File: src/core/otp_loader_defines.vh
// Operation
// - only addresses 0x00 to 0x2F are backed by OTP storage
// - every OTP-backed register (0x00 to 0x2F) has a volatile shadow; all access uses that copy
// - wakeup loads hardware defaults first, then OTP blocks by ECC result
// - OTP moves in 64-bit blocks, each with its own check value
// - a clean block is copied unchanged into its shadow bytes
// - a single flipped bit is corrected, loaded, and the single flag set
// - each correction writes the block index to the corrected locator
// - many errors are all corrected while each block holds at most one
// - a double-error block is not loaded, defaults stay, double flag set
// - each double detection writes the block index to the uncorrectable locator
// - load outcome is decided per block within one wakeup
// - the code is (72,64) Hamming SECDED with eight parity bits
// - parity bit zero is overall parity over all 72 positions
// - parity bit one covers positions whose index has bit zero set
// - parity bit two covers positions whose index has bit one set
// - parity bits 4 to 64 cover positions with that index weight set
// - parity at 0,1,2,4,8,16,32,64; data ascending from position 3 to 71
// - writing one to the fault clear bit clears both OTP flags
`ifndef OTP_LOADER_DEFINES_VH
`define OTP_LOADER_DEFINES_VH

// ----------------------------------------------------------------
// code geometry
// ----------------------------------------------------------------
`define CODE_WIDTH 72
`define DATA_WIDTH 64
`define SYNDROME_WIDTH 7
`define LAST_POSITION 71

// ----------------------------------------------------------------
// shadow map
// ----------------------------------------------------------------
`define SHADOW_BYTES 48
`define SHADOW_LAST_ADDR 8'h2F
`define BLOCK_BYTES 8
`define LAST_BLOCK 3'h5
`define SHADOW_DEFAULTS 384'h0

// ----------------------------------------------------------------
// control and status registers
// ----------------------------------------------------------------
`define ADDR_FAULT_STATUS 8'h30
`define ADDR_CORRECTED_LOCATOR 8'h31
`define ADDR_UNCORRECTABLE_LOCATOR 8'h32
`define ADDR_FAULT_CLEAR_TWO 8'h33
`define STATUS_SINGLE_BIT 0
`define STATUS_DOUBLE_BIT 1
`define STATUS_BUSY_BIT 2
`define CLEAR_OTP_DATA_BIT 0
`define CLEAR_RELOAD_BIT 1

// ----------------------------------------------------------------
// loader states
// ----------------------------------------------------------------
`define ST_DEFAULTS 3'h0
`define ST_REQUEST 3'h1
`define ST_WAIT 3'h2
`define ST_CAPTURE 3'h3
`define ST_APPLY 3'h4
`define ST_IDLE 3'h5

`endif

File: src/core/otp_secded_shadow_loader.v
`timescale 1ns/1ps
`include "otp_loader_defines.vh"

module otp_secded_shadow_loader (
   input wire mclk,
   input wire reset,
   input wire wakeup,
   input wire [7:0] reg_addr,
   input wire [7:0] reg_wdata,
   input wire reg_wr,
   input wire reg_rd,
   output reg [7:0] reg_rdata,
   output reg otp_rd,
   output reg [2:0] otp_block,
   input wire [71:0] otp_code,
   output reg load_busy,
   output reg otp_single_corrected_flag,
   output reg otp_double_detected_flag
);

   // ----------------------------------------------------------------
   // storage and state
   // ----------------------------------------------------------------
   reg [7:0] shadow [0:`SHADOW_BYTES-1];
   reg [2:0] state;
   reg [2:0] next_state;
   reg [2:0] block;
   reg [71:0] code_q;
   reg [7:0] corrected_block_locator;
   reg [7:0] uncorrectable_block_locator;
   reg wake_meta;
   reg wake_sync;
   reg wake_last;
   wire [63:0] fixed_data;
   wire single_error;
   wire double_error;
   wire wake_rise;
   wire in_shadow;
   wire host_write_shadow;
   wire clear_write;
   wire clear_flags;
   wire reload_req;
   wire load_block;
   wire [5:0] block_base;
   wire [8*`SHADOW_BYTES-1:0] shadow_defaults;
   integer i;

   // ----------------------------------------------------------------
   // decode of one captured block
   // ----------------------------------------------------------------
   secded_decoder u_decoder (
      .code(code_q),
      .data(fixed_data),
      .single_error(single_error),
      .double_error(double_error)
   );

   // ----------------------------------------------------------------
   // wakeup pin synchroniser
   // ----------------------------------------------------------------
   always @(posedge mclk or posedge reset)
   begin
      if (reset)
      begin
         wake_meta <= 1'b0;
         wake_sync <= 1'b0;
         wake_last <= 1'b0;
      end
      else
      begin
         wake_meta <= wakeup;
         wake_sync <= wake_meta;
         wake_last <= wake_sync;
      end
   end

   assign wake_rise = wake_sync & ~wake_last;

   // ----------------------------------------------------------------
   // register port decode
   // ----------------------------------------------------------------
   assign in_shadow = (reg_addr <= `SHADOW_LAST_ADDR);
   // shadow is frozen while a load runs so the load result is not torn
   assign host_write_shadow = reg_wr & in_shadow & ~load_busy;
   assign clear_write = reg_wr & (reg_addr == `ADDR_FAULT_CLEAR_TWO);
   assign clear_flags = clear_write & reg_wdata[`CLEAR_OTP_DATA_BIT];
   assign reload_req = clear_write & reg_wdata[`CLEAR_RELOAD_BIT];
   assign load_block = (state == `ST_APPLY) & ~double_error;
   assign block_base = {block, 3'h0};
   // a literal cannot be part-selected, so the defaults travel on a net
   assign shadow_defaults = `SHADOW_DEFAULTS;

   // ----------------------------------------------------------------
   // loader state machine
   // ----------------------------------------------------------------
   always @*
   begin
      next_state = state;
      case (state)
         `ST_DEFAULTS:
         begin
            next_state = `ST_REQUEST;
         end
         `ST_REQUEST:
         begin
            next_state = `ST_WAIT;
         end
         `ST_WAIT:
         begin
            next_state = `ST_CAPTURE;
         end
         `ST_CAPTURE:
         begin
            next_state = `ST_APPLY;
         end
         `ST_APPLY:
         begin
            if (block == `LAST_BLOCK)
            begin
               next_state = `ST_IDLE;
            end
            else
            begin
               next_state = `ST_REQUEST;
            end
         end
         `ST_IDLE:
         begin
            if (wake_rise | reload_req)
            begin
               next_state = `ST_DEFAULTS;
            end
         end
         default:
         begin
            next_state = `ST_DEFAULTS;
         end
      endcase
   end

   always @(posedge mclk or posedge reset)
   begin
      if (reset)
      begin
         state <= `ST_DEFAULTS;
         block <= 3'h0;
         otp_rd <= 1'b0;
         otp_block <= 3'h0;
         code_q <= 72'h0;
         load_busy <= 1'b1;
      end
      else
      begin
         state <= next_state;
         case (state)
            `ST_DEFAULTS:
            begin
               block <= 3'h0;
               otp_rd <= 1'b1;
               otp_block <= 3'h0;
               load_busy <= 1'b1;
            end
            `ST_REQUEST:
            begin
               // read strobe is one cycle; data follow one cycle later
               otp_rd <= 1'b0;
            end
            `ST_WAIT:
            begin
               // the array answers only in the cycle after the strobe
               otp_rd <= 1'b0;
               code_q <= otp_code;
            end
            `ST_CAPTURE:
            begin
               // decoder settles on the captured word
               otp_rd <= 1'b0;
            end
            `ST_APPLY:
            begin
               if (block == `LAST_BLOCK)
               begin
                  load_busy <= 1'b0;
               end
               else
               begin
                  block <= block + 3'h1;
                  otp_rd <= 1'b1;
                  otp_block <= block + 3'h1;
               end
            end
            `ST_IDLE:
            begin
               if (wake_rise | reload_req)
               begin
                  load_busy <= 1'b1;
               end
            end
            default:
            begin
               otp_rd <= 1'b0;
               load_busy <= 1'b1;
            end
         endcase
      end
   end

   // ----------------------------------------------------------------
   // shadow registers
   // ----------------------------------------------------------------
   // no reset on the array: the first state after reset loads defaults
   always @(posedge mclk)
   begin
      if (state == `ST_DEFAULTS)
      begin
         for (i = 0; i < `SHADOW_BYTES; i = i + 1)
         begin
            shadow[i] <= shadow_defaults[i*8 +: 8];
         end
      end
      else if (load_block)
      begin
         for (i = 0; i < `BLOCK_BYTES; i = i + 1)
         begin
            shadow[block_base + i] <= fixed_data[i*8 +: 8];
         end
      end
      else if (host_write_shadow)
      begin
         shadow[reg_addr[5:0]] <= reg_wdata;
      end
   end

   // ----------------------------------------------------------------
   // fault flags and locators
   // ----------------------------------------------------------------
   // a detection in the same cycle as a clear wins over the clear
   always @(posedge mclk or posedge reset)
   begin
      if (reset)
      begin
         otp_single_corrected_flag <= 1'b0;
         otp_double_detected_flag <= 1'b0;
         corrected_block_locator <= 8'h00;
         uncorrectable_block_locator <= 8'h00;
      end
      else
      begin
         if ((state == `ST_APPLY) & single_error)
         begin
            otp_single_corrected_flag <= 1'b1;
            corrected_block_locator <= {5'h00, block};
         end
         else if (clear_flags)
         begin
            otp_single_corrected_flag <= 1'b0;
         end
         if ((state == `ST_APPLY) & double_error)
         begin
            otp_double_detected_flag <= 1'b1;
            uncorrectable_block_locator <= {5'h00, block};
         end
         else if (clear_flags)
         begin
            otp_double_detected_flag <= 1'b0;
         end
      end
   end

   // ----------------------------------------------------------------
   // read data, valid the cycle after the read strobe only
   // ----------------------------------------------------------------
   always @(posedge mclk or posedge reset)
   begin
      if (reset)
      begin
         reg_rdata <= 8'h00;
      end
      else if (reg_rd)
      begin
         if (in_shadow)
         begin
            reg_rdata <= shadow[reg_addr[5:0]];
         end
         else
         begin
            case (reg_addr)
               `ADDR_FAULT_STATUS:
               begin
                  reg_rdata <= 8'h00;
                  reg_rdata[`STATUS_SINGLE_BIT] <= otp_single_corrected_flag;
                  reg_rdata[`STATUS_DOUBLE_BIT] <= otp_double_detected_flag;
                  reg_rdata[`STATUS_BUSY_BIT] <= load_busy;
               end
               `ADDR_CORRECTED_LOCATOR:
               begin
                  reg_rdata <= corrected_block_locator;
               end
               `ADDR_UNCORRECTABLE_LOCATOR:
               begin
                  reg_rdata <= uncorrectable_block_locator;
               end
               default:
               begin
                  // clear register is write-only; unmapped reads give zero
                  reg_rdata <= 8'h00;
               end
            endcase
         end
      end
      else
      begin
         reg_rdata <= 8'h00;
      end
   end

endmodule

File: src/core/secded_decoder.v
`timescale 1ns/1ps
`include "otp_loader_defines.vh"

module secded_decoder (
   input wire [71:0] code,
   output reg [63:0] data,
   output reg single_error,
   output reg double_error
);

   reg [6:0] syndrome;
   reg overall;
   reg [71:0] fixed;
   integer pos;
   integer bitn;
   integer k;

   always @*
   begin
      syndrome = 7'h00;
      overall = 1'b0;
      fixed = code;
      data = 64'h0;
      single_error = 1'b0;
      double_error = 1'b0;
      bitn = 0;
      // ----------------------------------------------------------------
      // even parity checks; a clean word gives all zeros
      // ----------------------------------------------------------------
      for (pos = 0; pos < `CODE_WIDTH; pos = pos + 1)
      begin
         overall = overall ^ code[pos];
         for (k = 0; k < `SYNDROME_WIDTH; k = k + 1)
         begin
            if (pos[k])
            begin
               syndrome[k] = syndrome[k] ^ code[pos];
            end
         end
      end
      // ----------------------------------------------------------------
      // classify
      // ----------------------------------------------------------------
      if (syndrome == 7'h00)
      begin
         // odd overall with zero syndrome: only the overall bit flipped
         single_error = overall;
      end
      else if (overall)
      begin
         // positions past the word cannot be a single flip
         if (syndrome > `LAST_POSITION)
         begin
            double_error = 1'b1;
         end
         else
         begin
            single_error = 1'b1;
            fixed[syndrome] = ~code[syndrome];
         end
      end
      else
      begin
         double_error = 1'b1;
      end
      // ----------------------------------------------------------------
      // pull data from non power-of-two positions, ascending
      // ----------------------------------------------------------------
      for (pos = 3; pos < `CODE_WIDTH; pos = pos + 1)
      begin
         if ((pos & (pos - 1)) != 0)
         begin
            data[bitn] = fixed[pos];
            bitn = bitn + 1;
         end
      end
   end

endmodule

File: config.mk
export PLATFORM = sky130hd
export DESIGN_NAME = otp_secded_shadow_loader
export DESIGN_NICKNAME = d
export VERILOG_FILES = /design/src/core/otp_secded_shadow_loader.v /design/src/core/secded_decoder.v
export VERILOG_INCLUDE_DIRS = /design/src /design/src/core
export SDC_FILE = /design/constraint.sdc
export NUM_CORES = 1
export LEC_CHECK = 0
export ABC_CLOCK_PERIOD_IN_PS = 8800
export BUFFER_PORTS_ARGS = -buffer_cell sky130_fd_sc_hd__buf_2
export CORE_MARGIN = 1
export CORE_UTILIZATION = 45
export CTS_BUF_LIST = sky130_fd_sc_hd__clkbuf_8
export DETAILED_ROUTE_END_ITERATION = 16
export SLEW_MARGIN = 20
export SYNTH_ARGS = -nofsm -noshare
export SYNTH_HDL_FRONTEND = slang
export SYNTH_SLANG_ARGS = --single-unit
File: constraint.sdc
create_clock -name mclk -period 8.8 [get_ports mclk]
set_clock_uncertainty 0.1 [all_clocks]
set_input_delay 1.76 -clock mclk [delete_from_list [all_inputs] [get_ports mclk]]
set_output_delay 1.76 -clock mclk [all_outputs]
set_load 0.02 [all_outputs]
==> summary.txt, run 1 <==
Critical path
  – Critical Path AT: 6.61 ns
  – Reg2reg end: shadow[34][4]
  – Sequence of cells on the critical path: xnor2_1, xnor2_1, xor2_1, xnor3_1, xnor3_1, o41ai_1, a21o_2, a21oi_4, buf_4, o31a_2, o21ai_0, buf_4
  – Worst R2R Path Depth: 12
  – Slowest cell on crit path: o31a_2
  – Crit. End Element: flop
  – Crit Reg-Reg Startpoint: code_q[69]
  – Crit path max fanout: 52
  – Slowest stage delay, CP: 0.97 ns
  – CP Depth: 12
  – WP data required: 9.15 ns
  – Crit path launch: code_q[69]
  – Crit Path Class: reg -> reg
  – Critical path buffers and inverters: 2
  – Family with the most delay on the worst path: XOR/XNOR gates
  – Worst Setup EP: shadow[34][4]
  – Worst reg-to-reg setup slack: 2.54 ns
  – Worst setup SP type: flop

Placement
  – PortBufs: approximately 110
  – Placer Congestion: approximately 1.0
  – Pre-CTS setup slack: 2.500 ns
  – Hpwl dp: about 83000 um

Global route
  – Vias in the first global route: 21920
  – GRT Total Usage: 35.75%
  – Global-route wire length before repair: roughly 170000 um
  – Total grt overflow: 0
  – Largest net degree at the start of global routing: 74
  – Initial antenna violation count: 6

CTS
  – Max Buffers Root-to-Sink: 3
  – Cts hold-fix bufs: 0
  – CTS resizes: 0
  – Root buf cell: clkbuf_8
  – Clk_lat worst skew: 0.72 ns
  – CTS tree: done
  – CTS Buf Count: between 90 and 100
  – Clk slew on worst S/H paths: 0.06 ns
  – Htree depth: 3
  – Clock Sinks: approximately 560
  – # Post-CTS Setup Buffers: 0

Cells and area
  – Filler instances: 5557
  – Area growth from synthesis to layout: 11.49%
  – Fraction of layout cells with a size suffix above 1: 26.36%
  – Most frequent cells in the layout: edfxtp_1 (464), o22ai_1 (272), mux4_2 (152)
  – Seq. cell area: 16410 um2
  – Final Util: about 51%
  – Footprint of the multi-input gates: roughly 12000 um2
  – Final net count: ~2400
  – Commonest non-fill, non-tap cell in the layout: edfxtp_1

Synthesis
  – Syn avg cell area: around 13 um2
  – Sequential area share after synthesis: 55.31%
  – Largest family of logic cells by synthesized area: multiplexers
  – Mux contribution to synthesized area: between 15 and 20%
  – Post-synth ARST share: 17.58%
  – Gate count after technology mapping: 2220
  – Seq cells post-synth: 563
  – Number of distinct library cells after synthesis: slightly above 80
  – Synth Area in Compound Gates: 13.27%
  – Synth warn: 0
  – XOR/XNOR Fraction of Synth Area: 5.498%
  – Synth Net Count: 2315
  – EDFF count, synth: about 460
  – Most frequently used flop master after synthesis: edfxtp_1
  – Adder-cell share of the synthesized area: less than 1%
  – Simple-Gate Fraction of Synth Area: 6.477%
  – Synthesized area: 29670 um2

STA
  – Crit share post-route: 71.12%
  – Max-slew headroom: roughly 14%
  – Setup TNS: 0 ns
  – Endpoints failing setup: 0
  – Unrepaired setup endpoints after global routing: no
  – Slew of the pin with the lowest slew margin: 1.291 ns
  – Tmin final: 6.259 ns
  – FMAX: 159.8 MHz
  – Final Hold Viols: 0
  – Final worst setup slack: 2.541 ns
  – Final Max Tran Viols: 0

Drt
  – Total wire length: 119700 um
  – Detailed-route via count: 22940
  – First drt pass iteration count: 7
  – # DRC: 0
  – Antenna-violating nets left: 0
  – DR iter-0 viols: 4246
  – Vias per inst: 7.087
  – WL/cell: ~37 um

Floorplan
  – FP Rows: 93
  – Die height: 258.8 um
  – Die area: roughly 67000 um2
  – Initial core utilization: 45.78%
  – Die width: 258.8 um
  – I/O pins: 108
  – Core outline area: about 65000 um2

Run status
  – Outcome: finished, final reports clean

Flow run
  – Max_cap viols: 0

Hold path
  – Hold Crit Class: reg -> reg
## area by class of cell
type	instances	share of cell area, %
clock inverter	72	1.309
antenna	3	0.02269
multi-input combinational	1421	37.57
inverter	27	0.3215
tap	855	3.234
clock buffer	106	4.410
sequential	563	49.61
timing repair buffer	190	3.529
## per-layer routing
metal | GRT usage (%) | part of all wire [%]
met3 | 14.71 | 16
met1 | 47.08 | 36
met4 | 19.13 | 6.4
met5 | 0 | 0.028
met2 | 50.22 | 42
## worst min-delay path by stage
stage,start,to,slack (ns),cells after the start
final,wake_meta,wake_sync,0.25,0
after global routing,wake_meta,wake_sync,0.25,0
after CTS,wake_meta,wake_sync,0.25,0
after detailed placement,wake_meta,wake_sync,0.24,0
after global placement,wake_meta,wake_sync,0.24,0
after floorplan,wake_meta,wake_sync,0.23,0
## Yosys cell counts (all sizes together) (3+ instances only)
| cell type | count | area (um2) |
|---|---|---|
| inv | 25 | 93.84 |
| o211ai | 6 | 45.04 |
| nor3 | 16 | 95.09 |
| mux4 | 153 | 3450 |
| xnor3 | 21 | 473.0 |
| nor2b | 8 | 50.05 |
| edfxtp | 464 | 13930 |
| nor2 | 142 | 553.0 |
| dfrtp | 98 | 2452 |
| or2 | 13 | 81.34 |
| nand4 | 9 | 71.32 |
| o32ai | 9 | 78.83 |
| o21ai | 103 | 515.5 |
| nand3 | 43 | 215.2 |
| o41ai | 3 | 33.79 |
| a31oi | 7 | 43.79 |
| nor4 | 3 | 18.77 |
| o2bb2ai | 5 | 43.79 |
| clkbuf | 106 | 399.1 |
| a21o | 14 | 106.4 |
| mux2 | 76 | 855.8 |
| xor3 | 3 | 71.32 |
| nand2 | 142 | 535.5 |
| or3 | 3 | 18.77 |
| a221oi | 4 | 35.03 |
| a22oi | 17 | 127.6 |
| o22ai | 284 | 1789 |
| o21a | 3 | 22.52 |
| o31ai | 3 | 27.52 |
| nand3b | 3 | 22.52 |
| xnor2 | 93 | 870.8 |
| mux2i | 43 | 430.4 |
| and3 | 13 | 81.33 |
| a32o | 66 | 660.6 |
| a21oi | 44 | 227.7 |
| and2 | 16 | 100.1 |
| a31o | 3 | 26.28 |
| xor2 | 23 | 216.5 |
| buf | 103 | 508.0 |
## through the flow
stage,hold WS [ns],instances,instance area (um2)
final,0.2503,3237,33080
after global routing,0.2546,3235,33080
after CTS,0.2533,3234,33060
after detailed placement,0.2389,3056,31160
after global placement,0.2356,3054,31140
after floorplan,0.2312,2220,29670
## flip-flops by register name (all words and copies together), names as in the netlist
register / cells
code_q: 72
wake_sync: 1
wake_meta: 1
block: 3
wake_last: 1
otp_double_detected_flag: 1
corrected_block_locator: 3
state: 3
shadow: 464
otp_single_corrected_flag: 1
load_busy: 1
otp_rd: 1
reg_rdata: 8
uncorrectable_block_locator: 3
## logic make-up (layout without fill, tap and decap cells)
group,Yosys count,after routing
simple gates,421,421
other cells,0,3
fa+ha+maj,2,2
buf+inv,236,395
flops,563,563
compound gates,586,586
xor+xnor,140,140
mux,272,272
Power of run 1 is not shown: default switching activity piles up to over one toggle a cycle in this logic, so the estimate is an artifact.
==> inputs of run 2 (changes only) <==
--- a/config.mk
+++ b/config.mk
@@ -6,7 +6,7 @@
 export SDC_FILE = /design/constraint.sdc
 export NUM_CORES = 1
 export LEC_CHECK = 0
-export ABC_CLOCK_PERIOD_IN_PS = 8800
+export ABC_CLOCK_PERIOD_IN_PS = 6100
 export BUFFER_PORTS_ARGS = -buffer_cell sky130_fd_sc_hd__buf_2
 export CORE_MARGIN = 1
 export CORE_UTILIZATION = 45
==> constraint.sdc (replaced) <==
create_clock -name mclk -period 6.1 [get_ports mclk]
set_clock_uncertainty 0.1 [all_clocks]
set_input_delay 1.22 -clock mclk [delete_from_list [all_inputs] [get_ports mclk]]
set_output_delay 1.22 -clock mclk [all_outputs]
set_load 0.02 [all_outputs]
==> run 2 against run 1 <==
Register-to-register slack lost 2.3 ns. Hold slack gained 0.0025 ns. Via count increased by 1.3%. Non-clock buffer count up 120. Flip-flop and latch count is the same. Global-route usage decreased by 0.24 points. Core utilization up 1.0 points. Die area did not move. Count of clock-buffer cells in the layout is 6 lower. Sequential share of layout area down 1.0 points. Maximum frequency up 6.3%.
==> summary.txt, run 2 (synthesized netlist as in run 1, its figures left out) <==
Critical path
  – Slowest stage delay, CP: 0.69 ns
  – Crit Path Class: reg -> reg
  – Family with the most delay on the worst path: XOR/XNOR gates
  – Critical path buffers and inverters: 2
  – Sequence of cells on the critical path: xnor3_1, xnor2_1, xnor3_1, xnor3_1, or3_1, o41ai_1, a21o_2, a21oi_4, buf_4, and2_1, nor2_1, buf_4, o21ai_0
  – WP data required: 6.47 ns
  – Worst setup SP type: flop
  – Slowest cell on crit path: a21oi_4
  – Crit path max fanout: 32
  – Crit. End Element: flop
  – Cell mode on critical path: xnor3_1
  – Critical Path AT: 6.26 ns

STA
  – Slew of the pin with the lowest slew margin: 1.186 ns
  – Endpoints failing setup: 0
  – Final Hold Viols: 0
  – Setup TNS: 0 ns
  – Min Hold Slack: 0.2528 ns
  – Crit share post-route: 96.51%
  – Final Max Tran Viols: 0
  – Unrepaired setup endpoints after global routing: no
  – Max-slew headroom: between 20% and 30%
  – Tmin final: between 5 and 6 ns
  – FMAX: 169.9 MHz

Drt
  – First drt pass iteration count: 7
  – DR iter-0 viols: about 4000
  – WL/cell: 35.41 um
  – Vias per inst: between 6 and 7
  – # DRC: 0
  – Total wire length: 118700 um
  – Detailed-route via count: approximately 23000
  – Antenna-violating nets left: 0

Floorplan
  – Initial core utilization: 45.78%
  – I/O pins: 108
  – Core outline area: ~65000 um2
  – Die width: 258.8 um
  – Die height: 258.8 um
  – Die area: ~67000 um2
  – FP Rows: 93

Placement
  – Placer Congestion: about 1.0
  – Dpl cells: around 3200
  – Hpwl dp: 85550 um
  – Placed Area: 32000 um2
  – PortBufs: 107

Global route
  – Total grt overflow: 0
  – GRT Total Usage: between 30% and 40%
  – Vias in the first global route: 22480
  – Initial antenna violation count: 5
  – Largest net degree at the start of global routing: 74
  – Global-route wire length before repair: approximately 170000 um

CTS
  – CTS Buf Count: 94
  – Root buf cell: clkbuf_8
  – Htree depth: 3
  – Clk_lat worst skew: around 0.70 ns
  – Clock Sinks: 563
  – Cts hold-fix bufs: 0
  – Max Buffers Root-to-Sink: 3
  – Clk slew on worst S/H paths: roughly 0.060 ns
  – CTS tree: done

Flow run
  – Max_cap viols: 0

Cells and area
  – Filler instances: 5565
  – Fraction of layout cells with a size suffix above 1: ~29%
  – Most frequent cells in the layout: edfxtp_1 (464), o22ai_1 (281), buf_4 (203)
  – Max reg flops: 464
  – Final Non-Filler Cells: 3351
  – Commonest non-fill, non-tap cell in the layout: edfxtp_1
  – Area growth from synthesis to layout: 13.78%
  – Final net count: ~2500
  – Biggest regs: shadow (464), code_q (72), reg_rdata (8)
  – Final instance area: 33760 um2
  – Top reg by flops: shadow

Hold path
  – Hold Crit Class: reg -> reg

Run status
  – Outcome: finished, final reports clean
[run 2: changes by cell type in the layout (fill, tap and decap cells not counted), sizes merged]
cell,delta
bufinv,-3
inv,+17
clkinv,-13
diode,-1
clkbuf,-6
buf,+120
[run 2: layout make-up]
type,count,area [um2],share of cell area [%]
tap,855,1070,3.169
sequential,563,16410,48.61
multi-input combinational,1421,12340,36.54
inverter,27,106.4,0.3150
antenna,2,5.005,0.01482
clock inverter,73,371.6,1.101
clock buffer,100,1376,4.077
timing repair buffer,310,2083,6.171
[run 2: layer usage]
| layer | vias to the layer above | wire [um] | GRT usage [%] | part of all wire [%] |
|---|---|---|---|---|
| li1 | 9256 | - | - | - |
| met1 | 11820 | 44800 | 48.10 | 38 |
| met2 | 1870 | 50460 | 50.77 | 43 |
| met3 | 286 | 17020 | 12.39 | 14 |
| met4 | 6 | 6351 | 17.37 | 5.4 |
| met5 | - | 33 | 0 | 0.028 |
[run 2: timing repair]
action | CTS | global route
setup buffers | 0 | 0
endpoints found under the setup margin | 0 | 5
resized for setup | 0 | 1
[run 2: path summary, 6_finish.rpt]
check                            from       endpoint  slack, ns  cells after the start
max                        code_q[57]  shadow[53][7]       0.21                     13
min                         wake_meta      wake_sync       0.25                      0
max reg2reg                code_q[57]  shadow[53][7]       0.21                     13
min reg2reg                 wake_meta      wake_sync       0.25                      0
max in group asynchronous       reset   reg_rdata[1]       4.15                      3
min in group asynchronous       reset     code_q[57]       0.62                      2
[run 2: per-stage QoR]
step                      setup WS, ns  utilization (%)
after detailed placement        0.2800            49.37
after floorplan                  1.232                -
after global routing           0.01966            52.09
after global placement          0.3124            49.37
final                           0.2129            52.09
after CTS                       0.2394            52.06
[run 2: worst register-to-register path, cell delays in order (launching register included)]
cell	delay (ns)
dfrtp_1	0.62
xnor3_1	0.50
xnor2_1	0.34
xnor3_1	0.45
xnor3_1	0.62
or3_1	0.31
o41ai_1	0.13
a21o_2	0.33
a21oi_4	0.69
buf_4	0.41
and2_1	0.45
nor2_1	0.11
buf_4	0.27
o21ai_0	0.34
Power of run 2 is left out for the same reason.
